[config.mk]
export PLATFORM = sky130hd
export DESIGN_NAME = isr_top
export DESIGN_NICKNAME = d
export VERILOG_FILES = /design/src/rtl/isr_pkg.sv /design/src/rtl/isr_top.sv /design/src/rtl/isr_link.sv
export SDC_FILE = /design/constraint.sdc
export NUM_CORES = 1
export LEC_CHECK = 0
export BUFFER_PORTS_ARGS = -buffer_cell sky130_fd_sc_hd__buf_2
export CORE_ASPECT_RATIO = 1.5
export CORE_MARGIN = 5
export CORE_UTILIZATION = 45
export CTS_BUF_LIST = sky130_fd_sc_hd__clkbuf_8
export DETAILED_ROUTE_END_ITERATION = 8
export PLACE_DENSITY = 0.7
export RECOVER_POWER = 25
export REMOVE_ABC_BUFFERS = 1
export SLEW_MARGIN = 20
export SYNTH_ARGS = -nofsm -noshare
export SYNTH_HDL_FRONTEND = slang
export SYNTH_SLANG_ARGS = --single-unit
[constraint.sdc]
create_clock -name pclk -period 2.41 [get_ports pclk]
set_input_delay 0.3615 -clock pclk [delete_from_list [all_inputs] [get_ports pclk]]
set_output_delay 0.3615 -clock pclk [all_outputs]
set_load 0.05 [all_outputs]
[src/rtl/isr_pkg.sv]
// Shared constants and types of the audio serial receive and status block
package isr_pkg;

  localparam int unsigned DATA_W      = 32;
  localparam int unsigned ADDR_W      = 8;
  localparam int unsigned UNIT_W      = 16;
  localparam int unsigned CNT_W       = 6;
  localparam int unsigned SYNC_STAGES = 3;

  // Register byte offsets
  localparam logic [ADDR_W-1:0] OFS_CTRL = 8'h04;
  localparam logic [ADDR_W-1:0] OFS_STS  = 8'h08;
  localparam logic [ADDR_W-1:0] OFS_DAT  = 8'h0c;
  localparam logic [ADDR_W-1:0] OFS_CFG  = 8'h1c;

  // Control register fields
  localparam int unsigned CTL_TX_IE  = 7;
  localparam int unsigned CTL_RX_IE  = 6;
  localparam int unsigned CTL_ERR_IE = 5;
  localparam int unsigned CTL_TDMA   = 1;
  localparam int unsigned CTL_RDMA   = 0;
  localparam int unsigned CTL_W      = 8;
  localparam logic [CTL_W-1:0] CTL_WMASK = 8'he3;
  localparam logic [CTL_W-1:0] CTL_RST   = 8'h00;

  // Status register fields
  localparam int unsigned STS_BUSY  = 7;
  localparam int unsigned STS_OVER  = 6;
  localparam int unsigned STS_UNDER = 3;
  localparam int unsigned STS_SIDE  = 2;
  localparam int unsigned STS_TXE   = 1;
  localparam int unsigned STS_RXF   = 0;

  // Configuration register fields
  localparam int unsigned CFG_W       = 12;
  localparam int unsigned CFG_MODESEL = 11;
  localparam int unsigned CFG_EN      = 10;
  localparam int unsigned CFG_ROLE_HI = 9;
  localparam int unsigned CFG_ROLE_LO = 8;
  localparam int unsigned CFG_FMT_HI  = 5;
  localparam int unsigned CFG_FMT_LO  = 4;
  localparam int unsigned CFG_CLKPOL  = 3;
  localparam int unsigned CFG_LEN_HI  = 2;
  localparam int unsigned CFG_LEN_LO  = 1;
  localparam int unsigned CFG_CHW     = 0;
  localparam logic [CFG_W-1:0] CFG_WMASK = 12'hf3f;
  localparam logic [CFG_W-1:0] CFG_RST   = 12'h000;

  localparam logic [1:0]       LEN_16      = 2'b00;
  localparam logic [3:0]       UNIT_LAST   = 4'hf;
  localparam logic [CNT_W-1:0] CNT_PARKED  = 6'h3f;
  localparam logic [CNT_W-1:0] LAST_BIT_16 = 6'h0f;
  localparam logic [CNT_W-1:0] LAST_BIT_32 = 6'h1f;
  localparam logic [CNT_W-1:0] CNT_ONE     = 6'h01;
  localparam logic [1:0]       UNIT_FIRST  = 2'b00;
  localparam logic [1:0]       UNIT_SECOND = 2'b01;

  localparam logic CHAN_LEFT  = 1'b0;
  localparam logic CHAN_RIGHT = 1'b1;

  typedef enum logic [1:0] {
    ROLE_SLV_TX = 2'b00,
    ROLE_SLV_RX = 2'b01,
    ROLE_MST_TX = 2'b10,
    ROLE_MST_RX = 2'b11
  } isr_role_t;

  typedef enum logic [1:0] {
    FMT_I2S = 2'b00,
    FMT_MSB = 2'b01,
    FMT_LSB = 2'b10,
    FMT_PCM = 2'b11
  } isr_fmt_t;

  typedef enum logic [1:0] {
    LNK_IDLE  = 2'b00,
    LNK_ALIGN = 2'b01,
    LNK_RUN   = 2'b10
  } isr_lnk_t;

endpackage

[src/rtl/isr_top.sv]
// Audio serial port receive path, status flags and request logic on APB
`timescale 1ns/1ps
// Summary of operation
// - Audio arrives in 16-bit units, one or two per sample by length and channel width.
// - Moving a unit into the receive buffer sets the has-word flag.
// - Has-word flag holds while data waits, clears on data register read.
// - Transmit-empty flag is high exactly while the send buffer is empty.
// - Unit arriving while has-word is set raises overflow; later data dropped.
// - Overflow clears by data register read then status register read.
// - Slave transmit word start with empty buffer raises underflow; status read clears.
// - Channel flag updates when transmit-empty or has-word flag sets.
// - In slave mode channel flag follows the external word-select line.
// - Word-select high is reported as the left channel.
// - Channel flag is meaningless in PCM format.
// - Busy rises at transfer start, hardware clears it; writes ignored.
// - Busy stays zero in master receive, when disabled or finished.
// - Busy drops one bit clock between consecutive words.
// - Each flag is gated by its own enable; errors share one.
// - DMA requests follow the flags as in SPI, without CRC.
module isr_top
  import isr_pkg::*;
(
  input  wire logic              pclk,
  input  wire logic              presetn,
  input  wire logic [ADDR_W-1:0] paddr,
  input  wire logic              psel,
  input  wire logic              penable,
  input  wire logic              pwrite,
  input  wire logic [DATA_W-1:0] pwdata,
  output logic      [DATA_W-1:0] prdata,
  output logic                   pready,
  output logic                   pslverr,
  input  wire logic              i2s_sck,
  input  wire logic              i2s_ws,
  input  wire logic              i2s_sd_in,
  output logic                   i2s_sd_out,
  output logic                   i2s_sd_oe,
  output logic                   irq,
  output logic                   tx_dma_req,
  output logic                   rx_dma_req
);

  //////////////////////////////////////////////////////////////////////////////
  // State
  logic [CTL_W-1:0]  ctrl_reg;
  logic [CFG_W-1:0]  cfg_reg;
  logic [UNIT_W-1:0] rx_buf_reg;
  logic [UNIT_W-1:0] rx_sh_reg;
  logic [UNIT_W-1:0] tx_buf_reg;
  logic [UNIT_W-1:0] tx_sh_reg;
  logic              rx_has_word_flag;
  logic              tx_full_reg;
  logic              over_reg;
  logic              over_arm_reg;
  logic              under_reg;
  logic              lr_channel_flag;
  logic              busy_reg;
  logic [CNT_W-1:0]  bit_cnt_reg;
  logic              ws_prev_reg;
  logic              start_dly_reg;
  logic              word_ws_reg;
  logic              tx_ws_prev_reg;
  logic              tx_dly_reg;
  logic [DATA_W-1:0] prdata_reg;
  logic              pready_reg;
  logic              pslverr_reg;
  logic              sd_out_reg;
  logic              sd_oe_reg;
  logic              irq_reg;
  logic              tx_dma_reg;
  logic              rx_dma_reg;
  isr_lnk_t          lnk_reg;
  isr_lnk_t          lnk_next;

  //////////////////////////////////////////////////////////////////////////////
  // Configuration decode
  wire       port_enable         = cfg_reg[CFG_EN];
  wire [1:0] role_direction_field = cfg_reg[CFG_ROLE_HI:CFG_ROLE_LO];
  wire [1:0] format_select       = cfg_reg[CFG_FMT_HI:CFG_FMT_LO];
  wire [1:0] sample_length_field = cfg_reg[CFG_LEN_HI:CFG_LEN_LO];
  wire       channel_width_bit   = cfg_reg[CFG_CHW];
  wire       tx_irq_enable       = ctrl_reg[CTL_TX_IE];
  wire       rx_irq_enable       = ctrl_reg[CTL_RX_IE];
  wire       error_irq_enable    = ctrl_reg[CTL_ERR_IE];
  wire       rx_mode   = (role_direction_field == ROLE_SLV_RX)
                       | (role_direction_field == ROLE_MST_RX);
  wire       slv_tx    = (role_direction_field == ROLE_SLV_TX);
  wire       mst_rx    = (role_direction_field == ROLE_MST_RX);
  wire       fmt_i2s   = (format_select == FMT_I2S);
  wire       tx_empty_flag = ~tx_full_reg;

  //////////////////////////////////////////////////////////////////////////////
  // APB decode
  wire setup    = psel & ~penable;
  wire access   = psel & penable & pready_reg;
  wire hit_ctrl = (paddr == OFS_CTRL);
  wire hit_sts  = (paddr == OFS_STS);
  wire hit_dat  = (paddr == OFS_DAT);
  wire hit_cfg  = (paddr == OFS_CFG);
  wire mapped   = hit_ctrl | hit_sts | hit_dat | hit_cfg;
  wire wr_ctrl  = access & pwrite & hit_ctrl;
  wire wr_cfg   = access & pwrite & hit_cfg;
  wire wr_dat   = access & pwrite & hit_dat;
  wire rd_dat   = access & ~pwrite & hit_dat;
  wire rd_sts   = access & ~pwrite & hit_sts;

  logic [CTL_W-1:0] sts_view;
  always_comb begin
    sts_view            = '0;
    sts_view[STS_BUSY]  = busy_reg;
    sts_view[STS_OVER]  = over_reg;
    sts_view[STS_UNDER] = under_reg;
    sts_view[STS_SIDE]  = lr_channel_flag;
    sts_view[STS_TXE]   = tx_empty_flag;
    sts_view[STS_RXF]   = rx_has_word_flag;
  end

  wire [DATA_W-1:0] rd_mux =
      hit_ctrl ? {{(DATA_W-CTL_W){1'b0}}, ctrl_reg} :
      hit_sts  ? {{(DATA_W-CTL_W){1'b0}}, sts_view} :
      hit_dat  ? {{(DATA_W-UNIT_W){1'b0}}, rx_buf_reg} :
      hit_cfg  ? {{(DATA_W-CFG_W){1'b0}}, cfg_reg} : '0;

  //////////////////////////////////////////////////////////////////////////////
  // Link sampling
  logic samp;
  logic drive;
  logic ws_lvl;
  logic sd_lvl;

  isr_link u_link (
    .pclk        (pclk),
    .presetn     (presetn),
    .clk_pol     (cfg_reg[CFG_CLKPOL]),
    .sck_pin     (i2s_sck),
    .ws_pin      (i2s_ws),
    .sd_pin      (i2s_sd_in),
    .samp_pulse  (samp),
    .drive_pulse (drive),
    .ws_level    (ws_lvl),
    .sd_level    (sd_lvl)
  );

  //////////////////////////////////////////////////////////////////////////////
  // Receive framing
  wire              linked   = (lnk_reg != LNK_IDLE);
  wire              running  = (lnk_reg == LNK_RUN);
  wire              ws_chg   = (ws_lvl != ws_prev_reg);
  // Justified formats start on the select edge, I2S one bit later
  wire              word_go  = fmt_i2s ? start_dly_reg : ws_chg;
  wire [CNT_W-1:0]  cur_idx  = word_go ? '0 : bit_cnt_reg;
  wire [CNT_W-1:0]  cnt_inc  = (bit_cnt_reg == CNT_PARKED) ? CNT_PARKED
                                                           : bit_cnt_reg + CNT_ONE;
  wire [1:0]        unit_no  = cur_idx[CNT_W-1:CNT_W-2];
  wire              unit_end = (cur_idx[3:0] == UNIT_LAST);
  wire              late_16  = (sample_length_field == LEN_16) & channel_width_bit
                             & (format_select == FMT_LSB);
  wire              two_unit = (sample_length_field != LEN_16) & channel_width_bit;
  // LSB-justified short data sits in the second half of a wide channel
  wire              take_unit = late_16  ? (unit_no == UNIT_SECOND) :
                                two_unit ? (unit_no <= UNIT_SECOND)
                                         : (unit_no == UNIT_FIRST);
  wire [CNT_W-1:0]  last_bit = channel_width_bit ? LAST_BIT_32 : LAST_BIT_16;
  wire [UNIT_W-1:0] rx_sh_next = {rx_sh_reg[UNIT_W-2:0], sd_lvl};
  wire              push     = samp & linked & rx_mode & unit_end & take_unit;
  wire              rx_load  = push & ~over_reg & (~rx_has_word_flag | rd_dat);
  wire              over_set = push & ~over_reg & rx_has_word_flag & ~rd_dat;
  wire              side_now = ws_lvl ? CHAN_LEFT : CHAN_RIGHT;

  //////////////////////////////////////////////////////////////////////////////
  // Transmit framing
  wire tx_chg   = (ws_lvl != tx_ws_prev_reg);
  wire tx_go    = drive & linked & ~rx_mode & (fmt_i2s ? tx_dly_reg : tx_chg);
  wire tx_load  = tx_go & tx_full_reg;
  wire under_set = tx_go & ~tx_full_reg & slv_tx;

  //////////////////////////////////////////////////////////////////////////////
  // Link sequencer
  always_comb begin
    lnk_next = lnk_reg;
    unique case (lnk_reg)
      LNK_IDLE:  if (port_enable) lnk_next = LNK_ALIGN;
      // Fresh enable waits for a select edge before any data counts
      LNK_ALIGN: if (!port_enable) lnk_next = LNK_IDLE;
                 else if (samp & word_go) lnk_next = LNK_RUN;
      LNK_RUN:   if (!port_enable) lnk_next = LNK_IDLE;
      default:   lnk_next = LNK_IDLE;
    endcase
  end

  always_ff @(posedge pclk or negedge presetn) begin
    if (!presetn) begin
      lnk_reg <= LNK_IDLE;
    end else begin
      lnk_reg <= lnk_next;
    end
  end

  always_ff @(posedge pclk or negedge presetn) begin
    if (!presetn) begin
      bit_cnt_reg   <= CNT_PARKED;
      ws_prev_reg   <= 1'b0;
      start_dly_reg <= 1'b0;
      word_ws_reg   <= 1'b0;
      rx_sh_reg     <= '0;
    end else if (!linked) begin
      bit_cnt_reg   <= CNT_PARKED;
      ws_prev_reg   <= ws_lvl;
      start_dly_reg <= 1'b0;
    end else if (samp) begin
      ws_prev_reg   <= ws_lvl;
      start_dly_reg <= ws_chg;
      bit_cnt_reg   <= word_go ? CNT_ONE : cnt_inc;
      rx_sh_reg     <= rx_sh_next;
      if (word_go) word_ws_reg <= ws_lvl;
    end
  end

  //////////////////////////////////////////////////////////////////////////////
  // Receive buffer and flags
  always_ff @(posedge pclk or negedge presetn) begin
    if (!presetn) begin
      rx_buf_reg <= '0;
    end else if (rx_load) begin
      rx_buf_reg <= rx_sh_next;
    end
  end

  always_ff @(posedge pclk or negedge presetn) begin
    if (!presetn) begin
      rx_has_word_flag <= 1'b0;
    end else begin
      rx_has_word_flag <= rx_load | (rx_has_word_flag & ~rd_dat);
    end
  end

  // Overflow clears only on data read followed by status read
  always_ff @(posedge pclk or negedge presetn) begin
    if (!presetn) begin
      over_reg     <= 1'b0;
      over_arm_reg <= 1'b0;
    end else begin
      if (over_set) begin
        over_reg     <= 1'b1;
        over_arm_reg <= 1'b0;
      end else if (rd_sts & over_arm_reg) begin
        over_reg     <= 1'b0;
        over_arm_reg <= 1'b0;
      end else if (rd_dat & over_reg) begin
        over_arm_reg <= 1'b1;
      end
    end
  end

  always_ff @(posedge pclk or negedge presetn) begin
    if (!presetn) begin
      under_reg <= 1'b0;
    end else begin
      under_reg <= under_set | (under_reg & ~rd_sts);
    end
  end

  // Channel flag is simply latched in PCM too, where it carries no meaning
  always_ff @(posedge pclk or negedge presetn) begin
    if (!presetn) begin
      lr_channel_flag <= 1'b0;
    end else if (rx_load) begin
      lr_channel_flag <= word_ws_reg ? CHAN_LEFT : CHAN_RIGHT;
    end else if (tx_load) begin
      lr_channel_flag <= side_now;
    end
  end

  //////////////////////////////////////////////////////////////////////////////
  // Busy: low for the last bit clock of each channel slot
  always_ff @(posedge pclk or negedge presetn) begin
    if (!presetn) begin
      busy_reg <= 1'b0;
    end else if (!port_enable || !running || mst_rx) begin
      busy_reg <= 1'b0;
    end else if (samp) begin
      busy_reg <= (cur_idx != last_bit);
    end
  end

  //////////////////////////////////////////////////////////////////////////////
  // Transmit buffer and shifter
  always_ff @(posedge pclk or negedge presetn) begin
    if (!presetn) begin
      tx_buf_reg  <= '0;
      tx_full_reg <= 1'b0;
    end else begin
      if (wr_dat) tx_buf_reg <= pwdata[UNIT_W-1:0];
      tx_full_reg <= wr_dat | (tx_full_reg & ~tx_load);
    end
  end

  always_ff @(posedge pclk or negedge presetn) begin
    if (!presetn) begin
      tx_ws_prev_reg <= 1'b0;
      tx_dly_reg     <= 1'b0;
      tx_sh_reg      <= '0;
      sd_out_reg     <= 1'b0;
    end else if (!linked) begin
      tx_ws_prev_reg <= ws_lvl;
      tx_dly_reg     <= 1'b0;
      sd_out_reg     <= 1'b0;
    end else if (drive) begin
      tx_ws_prev_reg <= ws_lvl;
      tx_dly_reg     <= tx_chg;
      if (tx_load) begin
        sd_out_reg <= tx_buf_reg[UNIT_W-1];
        tx_sh_reg  <= {tx_buf_reg[UNIT_W-2:0], 1'b0};
      end else begin
        // An underrun shifts out zeros for the missed word
        sd_out_reg <= tx_sh_reg[UNIT_W-1];
        tx_sh_reg  <= {tx_sh_reg[UNIT_W-2:0], 1'b0};
      end
    end
  end

  //////////////////////////////////////////////////////////////////////////////
  // Register writes and APB answer
  always_ff @(posedge pclk or negedge presetn) begin
    if (!presetn) begin
      ctrl_reg <= CTL_RST;
      cfg_reg  <= CFG_RST;
    end else begin
      if (wr_ctrl) ctrl_reg <= pwdata[CTL_W-1:0] & CTL_WMASK;
      if (wr_cfg)  cfg_reg  <= pwdata[CFG_W-1:0] & CFG_WMASK;
    end
  end

  // Status writes have no decode: busy and flags are hardware only
  always_ff @(posedge pclk or negedge presetn) begin
    if (!presetn) begin
      prdata_reg  <= '0;
      pready_reg  <= 1'b0;
      pslverr_reg <= 1'b0;
    end else begin
      pready_reg  <= 1'b1;
      pslverr_reg <= psel & ~mapped;
      if (setup) prdata_reg <= pwrite ? '0 : rd_mux;
    end
  end

  //////////////////////////////////////////////////////////////////////////////
  // Requests: one cycle behind the flags they follow
  wire irq_next = (tx_empty_flag & tx_irq_enable)
                | (rx_has_word_flag & rx_irq_enable)
                | ((under_reg | over_reg) & error_irq_enable);

  always_ff @(posedge pclk or negedge presetn) begin
    if (!presetn) begin
      irq_reg    <= 1'b0;
      tx_dma_reg <= 1'b0;
      rx_dma_reg <= 1'b0;
      sd_oe_reg  <= 1'b0;
    end else begin
      irq_reg    <= irq_next;
      tx_dma_reg <= tx_empty_flag & ctrl_reg[CTL_TDMA] & port_enable & ~rx_mode;
      rx_dma_reg <= rx_has_word_flag & ctrl_reg[CTL_RDMA];
      sd_oe_reg  <= port_enable & ~rx_mode;
    end
  end

  assign prdata     = prdata_reg;
  assign pready     = pready_reg;
  assign pslverr    = pslverr_reg;
  assign i2s_sd_out = sd_out_reg;
  assign i2s_sd_oe  = sd_oe_reg;
  assign irq        = irq_reg;
  assign tx_dma_req = tx_dma_reg;
  assign rx_dma_req = rx_dma_reg;

endmodule

[src/rtl/isr_link.sv]
// Pin synchroniser and bit-clock edge finder for the audio serial lines
`timescale 1ns/1ps
module isr_link
  import isr_pkg::*;
(
  input  wire logic pclk,
  input  wire logic presetn,
  input  wire logic clk_pol,
  input  wire logic sck_pin,
  input  wire logic ws_pin,
  input  wire logic sd_pin,
  output logic      samp_pulse,
  output logic      drive_pulse,
  output logic      ws_level,
  output logic      sd_level
);

  logic [2:0] pins;
  logic [2:0] lvl;
  logic [2:0] agree;
  logic [2:0] filt_reg;
  logic       sck_rise;
  logic       sck_fall;

  assign pins = {sd_pin, ws_pin, sck_pin};

  //////////////////////////////////////////////////////////////////////////////
  genvar g;
  generate
    for (g = 0; g < 3; g++) begin : g_sync
      logic [SYNC_STAGES-1:0] sync_reg;
      always_ff @(posedge pclk or negedge presetn) begin
        if (!presetn) begin
          sync_reg <= '0;
        end else begin
          sync_reg <= {sync_reg[SYNC_STAGES-2:0], pins[g]};
        end
      end
      // Stage one feeds stage two only; a level counts once two and three agree
      assign agree[g] = (sync_reg[1] == sync_reg[2]);
      assign lvl[g]   = sync_reg[2];
      always_ff @(posedge pclk or negedge presetn) begin
        if (!presetn) begin
          filt_reg[g] <= 1'b0;
        end else if (agree[g]) begin
          filt_reg[g] <= lvl[g];
        end
      end
    end
  endgenerate

  //////////////////////////////////////////////////////////////////////////////
  assign sck_rise    = agree[0] & lvl[0] & ~filt_reg[0];
  assign sck_fall    = agree[0] & ~lvl[0] & filt_reg[0];
  assign samp_pulse  = clk_pol ? sck_fall : sck_rise;
  assign drive_pulse = clk_pol ? sck_rise : sck_fall;
  // Select taken as soon as it settles, so a drive edge sees the change it arrives with
  assign ws_level    = agree[1] ? lvl[1] : filt_reg[1];
  assign sd_level    = filt_reg[2];

endmodule

==> results.sh, run 1 <==
export IMPL_slowest_stage="or3b_1"
export IMPL_clock_power_share_pct=44.4
export IMPL_status="finished clean"
export IMPL_start_util_pct=46.0
export IMPL_cts_root_buf="clkbuf_8"
export IMPL_hp_class="in -> reg"
export IMPL_drtAntennaViolNets=0
export IMPL_die_area_um2=15300
export IMPL_p_seq_share_pct=50.1
export IMPL_p_total_w=0.00450
export IMPL_fin_skew_ns=0.0110
export IMPL_cts_max_path_buffers=2
export IMPL_cp_max_fo=5
export IMPL_worstSetupEndpointType="flip-flop"
export IMPL_diodes=0
export IMPL_p_sw_w=0.00114
export IMPL_synthArstFlopShare_pct=100
export IMPL_hold_viol_final=0
export IMPL_synth_seq_cells=132
export IMPL_synth_cell_type_count=48
export IMPL_dpl_hpwl_mm=9.12
export IMPL_die_w_um=103
export IMPL_cts_tree="built"
export IMPL_vias=3917
export IMPL_intPower_w=0.00335
export IMPL_slew_violations=0
export IMPL_path_buf_inv=0
export IMPL_grt_max_degree=43
export IMPL_areaGrowthSynthToFinish_pct=17.3
export IMPL_synth_top_area_cell="dfrtp_1"
export IMPL_rsz0062_at_grt="no"
export IMPL_first_pass_iters=4
export IMPL_multi_input_area_um2=2320
export IMPL_grt_overflow_total=0
export IMPL_clk_pin_slew_worst_paths_ns=0.08
export IMPL_synthTopCellsByArea="dfrtp_1, mux2_2, mux2i_1, o21ai_0, nand2_1"
export IMPL_crit_chain="ha_1 -> or3b_1 -> a2111oi_4 -> nand3_2 -> nand2b_4 -> mux2_4"
export IMPL_numPortBuffers=54
export IMPL_postSynthCellCount=481
export IMPL_p_leak_nw=3.46
export IMPL_cpPeakStageDelay_ns=0.42
export IMPL_cts_max_level=4
export IMPL_numCtsBuffers=17
export IMPL_power_frac_comb_pct=5.5
export IMPL_antenna_found_initial=0
export IMPL_grt_first_pass_wirelength_mm=20.5
export IMPL_synth_seq_area_share_pct=57.2
export IMPL_arrival_ns=2.62
export IMPL_rows=50
export IMPL_routedWlPerCell_um=17.3
export IMPL_synthFlopType="dfrtp_1"
export IMPL_critPathTopFamily="simple AND/OR/NAND/NOR gates"
export IMPL_swShare_pct=25.4
export IMPL_drt_wl_total_mm=12.7
export IMPL_r2r_setup_slack_ns=0.11
export IMPL_synth_top_cell_area_share_pct=54.5
export IMPL_setup_viol=0
export IMPL_drt_iter0_markers=132
export IMPL_seq_area_um2=3310
export IMPL_slew_headroom_pct=31.1
export IMPL_max_cap_violations=0
export IMPL_synth_common_cells="dfrtp_1, mux2_2, nand2_1"
export IMPL_clock_latency_ns=0.44
export IMPL_critical_path_class="reg -> reg"
export IMPL_fmax_ghz=0.434
export IMPL_synth_edf_count=0
export IMPL_fp_dieH_um=149
export IMPL_setup_worst_path_start_class="flip-flop"
export IMPL_drc=0
export IMPL_fin_util_pct=54.0
export IMPL_dpl_cell_count=694
export IMPL_ioPinCount=87
export IMPL_setup_tns_ns=0
export IMPL_yosysMostFrequentCell="dfrtp_1"
export IMPL_coreArea_um2=12600
export IMPL_drt_vias_per_instance=5.33
export IMPL_powerDensity_nw_per_um2=662
export IMPL_worst_pin_slew_ns=1.03
export IMPL_cp_required_ns=2.73
export IMPL_first_global_vias=4083
export IMPL_fillers=1062
export IMPL_grt_total_usage_pct=17.4
export IMPL_netlist_area_um2=5790
export IMPL_period_needed_ns=2.30
export IMPL_synth_warnings=0
export IMPL_ir_drop_v=0.000253
export IMPL_fin_crit_sh_pct=95.5
export IMPL_finalNonFillerCells=735
export IMPL_finalNetCount=617
export IMPL_gp_congestion=0.925
export IMPL_avgSynthCellArea_um2=12.0
export IMPL_drive_gt1_share_pct=32.8
export IMPL_numClockSinks=132
## cell families after synthesis
kind of cell / Yosys count / share of synthesized area, %
flops: 132 / 57.2
other cells: 2 / 0.130
fa+ha+maj: 6 / 1.19
mux: 90 / 17.6
simple gates: 116 / 9.55
compound gates: 91 / 9.57
buf+inv: 41 / 4.34
xor+xnor: 3 / 0.454
## worst paths after layout
kind / endpoint / cells past startpoint / startpoint
setup / recovery: rx_buf_reg[10] / 6 / u_link.g_sync[0].sync_reg[1]
setup reg to reg: rx_buf_reg[10] / 6 / u_link.g_sync[0].sync_reg[1]
hold / removal: tx_buf_reg[13] / 2 / pwdata[13]
hold reg to reg: u_link.g_sync[2].sync_reg[1] / 0 / u_link.g_sync[2].sync_reg[0]
max in group asynchronous: pslverr / 3 / presetn
min in group asynchronous: u_link.g_sync[1].sync_reg[0] / 2 / presetn
## power by group through the flow
stage	logic (W)	registers [W]	clock network (W)
3_5_place_dp	0.000247	0.00230	0
5_1_grt	0.000273	0.00226	0.00215
4_1_cts	0.000252	0.00225	0.00204
2_1_floorplan	0.000115	0.00230	0
3_3_place_gp	0.000243	0.00230	0
6_report	0.000245	0.00225	0.00200
## layout make-up
class / count / share of cell area, %
flip-flops and latches: 132 / 48.7
inverters: 10 / 0.553
well taps: 156 / 2.87
clock buffers: 17 / 3.44
repair buffers: 80 / 7.44
clock inverters: 15 / 2.86
multi-input cells: 325 / 34.1
## placed cells by master, fill, tap and decap left out, drive strengths merged, types with 3 or more instances in the layout
master / netlist / layout
dfrtp: 126 / 126
buf: 23 / 72
mux2: 67 / 67
nand2: 52 / 52
o21ai: 46 / 46
mux2i: 23 / 23
clkbuf: 8 / 21
conb: 2 / 17
a21oi: 16 / 16
inv: 10 / 16
nor2: 15 / 15
nand3: 12 / 12
nor3: 10 / 10
a31oi: 6 / 6
nor2b: 6 / 6
dfstp: 6 / 6
a22o: 5 / 5
nand2b: 3 / 5
a21o: 4 / 4
dlygate4sd3: 0 / 4
and2: 4 / 4
clkinv: 0 / 4
nand3b: 3 / 3
a22oi: 3 / 3
and3: 3 / 3
or2: 3 / 3
o31ai: 3 / 3
ha: 3 / 3
bufinv: 0 / 3
maj3: 3 / 3
## repair_timing
action                                 4_1_cts  5_1_grt
pin swaps                                    0        1
cloned                                       0        2
endpoints found under the hold margin       26        0
setup endpoints to repair                    2       18
gates resized for setup                      0        3
buffers inserted                             1        2
hold buffers                                 4        0
## per-layer routing
| layer | routed length (um) | GRT usage [%] | up-vias | share of wire (%) |
|---|---|---|---|---|
| met1 | 5020 | 20.9 | 1953 | 40 |
| met5 | 0 | 0 | - | 0 |
| met4 | 329 | 8.08 | 0 | 2.6 |
| li1 | - | - | 1840 | - |
| met2 | 6750 | 29.5 | 100 | 53 |
| met3 | 588 | 3.60 | 24 | 4.6 |
## worst reg2reg max path, stage by stage, from the launching register on
cell and delay, ns:
dfrtp_1 0.39, ha_1 0.19, or3b_1 0.42, a2111oi_4 0.39
nand3_2 0.20, nand2b_4 0.26, mux2_4 0.33
## per-stage QoR
| step | setup slack (ns) | hold slack (ns) | area [um2] |
|---|---|---|---|
| CTS | 0.00153 | 0.133 | 6770 |
| detailed placement | 0.0234 | 0.335 | 6290 |
| floorplan | -0.0488 | 0.0659 | 5630 |
| global placement | 0.0833 | 0.327 | 6290 |
| finish | 0.108 | 0.159 | 6790 |
| global route | 0.00242 | 0.144 | 6790 |
Note: power is estimated with default switching activity, not from simulation.
==> run 2, diff against run 1 <==
--- a/config.mk
+++ b/config.mk
@@ -7,7 +7,6 @@
 export LEC_CHECK = 0
 export BUFFER_PORTS_ARGS = -buffer_cell sky130_fd_sc_hd__buf_2
 export CORE_ASPECT_RATIO = 1.5
-export CORE_MARGIN = 5
 export CORE_UTILIZATION = 45
 export CTS_BUF_LIST = sky130_fd_sc_hd__clkbuf_8
 export DETAILED_ROUTE_END_ITERATION = 8
==> results.sh, run 2 (same netlist as run 1, synthesis figures left out) <==
export IMPL_cts_tree="built"
export IMPL_powerDensity_nw_per_um2=663
export IMPL_gp_congestion=0.907
export IMPL_setup_worst_path_start_class="flip-flop"
export IMPL_cp_required_ns=2.73
export IMPL_rsz0062_at_grt="no"
export IMPL_drt_wl_total_mm=12.0
export IMPL_hold_viol_final=0
export IMPL_slew_headroom_pct=27.8
export IMPL_numClockSinks=132
export IMPL_setup_viol=0
export IMPL_mostFrequentLayoutCells="dfrtp_1, mux2_2, buf_2, nand2_1, o21ai_0"
export IMPL_grt_overflow_total=0
export IMPL_grt_max_degree=43
export IMPL_cts_root_buf="clkbuf_8"
export IMPL_diodes=0
export IMPL_numCtsBuffers=17
export IMPL_die_w_um=94.6
export IMPL_seq_area_um2=3310
export IMPL_period_needed_ns=2.30
export IMPL_grt_total_usage_pct=19.1
export IMPL_dp_slack_ns=0.0614
export IMPL_critical_path_class="reg -> reg"
export IMPL_dpl_hpwl_mm=8.59
export IMPL_routedWlPerCell_um=16.5
export IMPL_fin_skew_ns=0.0131
export IMPL_final_common_cell="dfrtp_1"
export IMPL_clock_latency_ns=0.44
export IMPL_setup_tns_ns=0
export IMPL_first_global_vias=3872
export IMPL_status="finished clean"
export IMPL_grt_use_met3_pct=3.72
export IMPL_drtAntennaViolNets=0
export IMPL_grt_first_pass_wirelength_mm=19.2
export IMPL_drt_vias_per_instance=5.28
export IMPL_fin_ws_ns=0.109
export IMPL_ir_drop_v=0.000301
export IMPL_start_util_pct=46.3
export IMPL_vias=3856
export IMPL_met1_usage_pct=23.0
export IMPL_drive_gt1_share_pct=32.6
export IMPL_coreArea_um2=12500
export IMPL_fillers=1089
export IMPL_first_pass_iters=4
export IMPL_slew_violations=0
export IMPL_fp_dieH_um=141
export IMPL_rows=50
export IMPL_grt_busiest_layer="met2"
export IMPL_cts_max_path_buffers=2
export IMPL_max_cap_violations=0
export IMPL_areaGrowthSynthToFinish_pct=16.5
export IMPL_ioPinCount=87
export IMPL_fin_crit_sh_pct=95.5
export IMPL_finalNetCount=613
export IMPL_global_route_usage_met2_pct=32.5
export IMPL_multi_input_area_um2=2310
export IMPL_p_leak_nw=3.44
export IMPL_clk_pin_slew_worst_paths_ns=0.08
export IMPL_die_area_um2=13300
export IMPL_arrival_ns=2.62
export IMPL_worst_pin_slew_ns=1.08
export IMPL_antenna_found_initial=0
export IMPL_cts_max_level=4
export IMPL_drt_iter0_markers=164
export IMPL_fmax_ghz=0.435
export IMPL_worstSetupEndpointType="flip-flop"
export IMPL_numPortBuffers=54
export IMPL_drc=0
export IMPL_cp_max_fo=6
export IMPL_hp_class="in -> reg"
[run 2: changes by cell type in the layout (fill, tap and decap cells not counted), sizes merged]
| cell | previous run | this run |
|---|---|---|
| clkbuf | 21 | 20 |
| inv | 16 | 12 |
| clkinv | 4 | 5 |
| clkinvlp | 2 | 3 |
| dlygate4sd3 | 4 | 1 |
| bufinv | 3 | 4 |
[run 2: layout make-up]
cell class	instances	share of cell area [%]
timing repair buffer	76	6.93
clock inverter	14	2.78
tap	156	2.89
clock buffer	17	3.47
inverter	10	0.556
sequential	132	49.1
multi-input combinational	325	34.3
[run 2: routing by layer]
layer | vias up | share of wire [%]
li1 | 1831 | -
met1 | 1930 | 42
met2 | 79 | 53
met3 | 16 | 2.6
met4 | 0 | 2.2
met5 | - | 0
[run 2: worst paths after layout]
check                                                   from  slack, ns                            to  cells past startpoint
worst max-delay path            u_link.g_sync[0].sync_reg[1]       0.11                 rx_buf_reg[8]                      6
worst min-delay path                               i2s_sd_in       0.02  u_link.g_sync[2].sync_reg[0]                      1
worst max register to register  u_link.g_sync[0].sync_reg[1]       0.11                 rx_buf_reg[8]                      6
worst min register to register  u_link.g_sync[0].sync_reg[0]       0.35  u_link.g_sync[0].sync_reg[1]                      0
max in group asynchronous                            presetn       0.36                      busy_reg                      3
min in group asynchronous                            presetn       0.66            u_link.filt_reg[1]                      2
[run 2: critical path: stages, from the launching register on]
cell and delay [ns]:
dfrtp_1 0.37, ha_1 0.18, or3b_4 0.40, a2111oi_4 0.43, nand3_2 0.21, nand2b_4 0.27, mux2_4 0.32
[run 2: power breakdown]
| group | internal (W) | switching [W] | leakage [nW] |
|---|---|---|---|
| logic | 0.0000619 | 0.000180 | 1.47 |
| registers | 0.00224 | 0.0000158 | 1.77 |
| clock network | 0.00112 | 0.000858 | 0.209 |
[run 2: through the flow]
stage | std cells | total power (W) | hold slack (ns) | utilization [%] | cell area (um2)
after global placement | 694 | 0.00254 | 0.334 | 50.3 | 6290
after detailed placement | 694 | 0.00254 | 0.335 | 50.3 | 6290
final | 730 | 0.00447 | 0.0235 | 53.9 | 6750
after CTS | 726 | 0.00452 | 0.000454 | 53.8 | 6730
after global routing | 730 | 0.00463 | 0.00794 | 53.9 | 6750
after floorplan | 465 | 0.00242 | 0.0659 | - | 5630
[run 2: what timing repair did]
item / CTS / global route
buffers inserted: 0 / 2
endpoints found under the hold margin: 33 / 0
setup endpoints to repair: 0 / 16
resized for setup: 0 / 3
hold buffers: 1 / 0
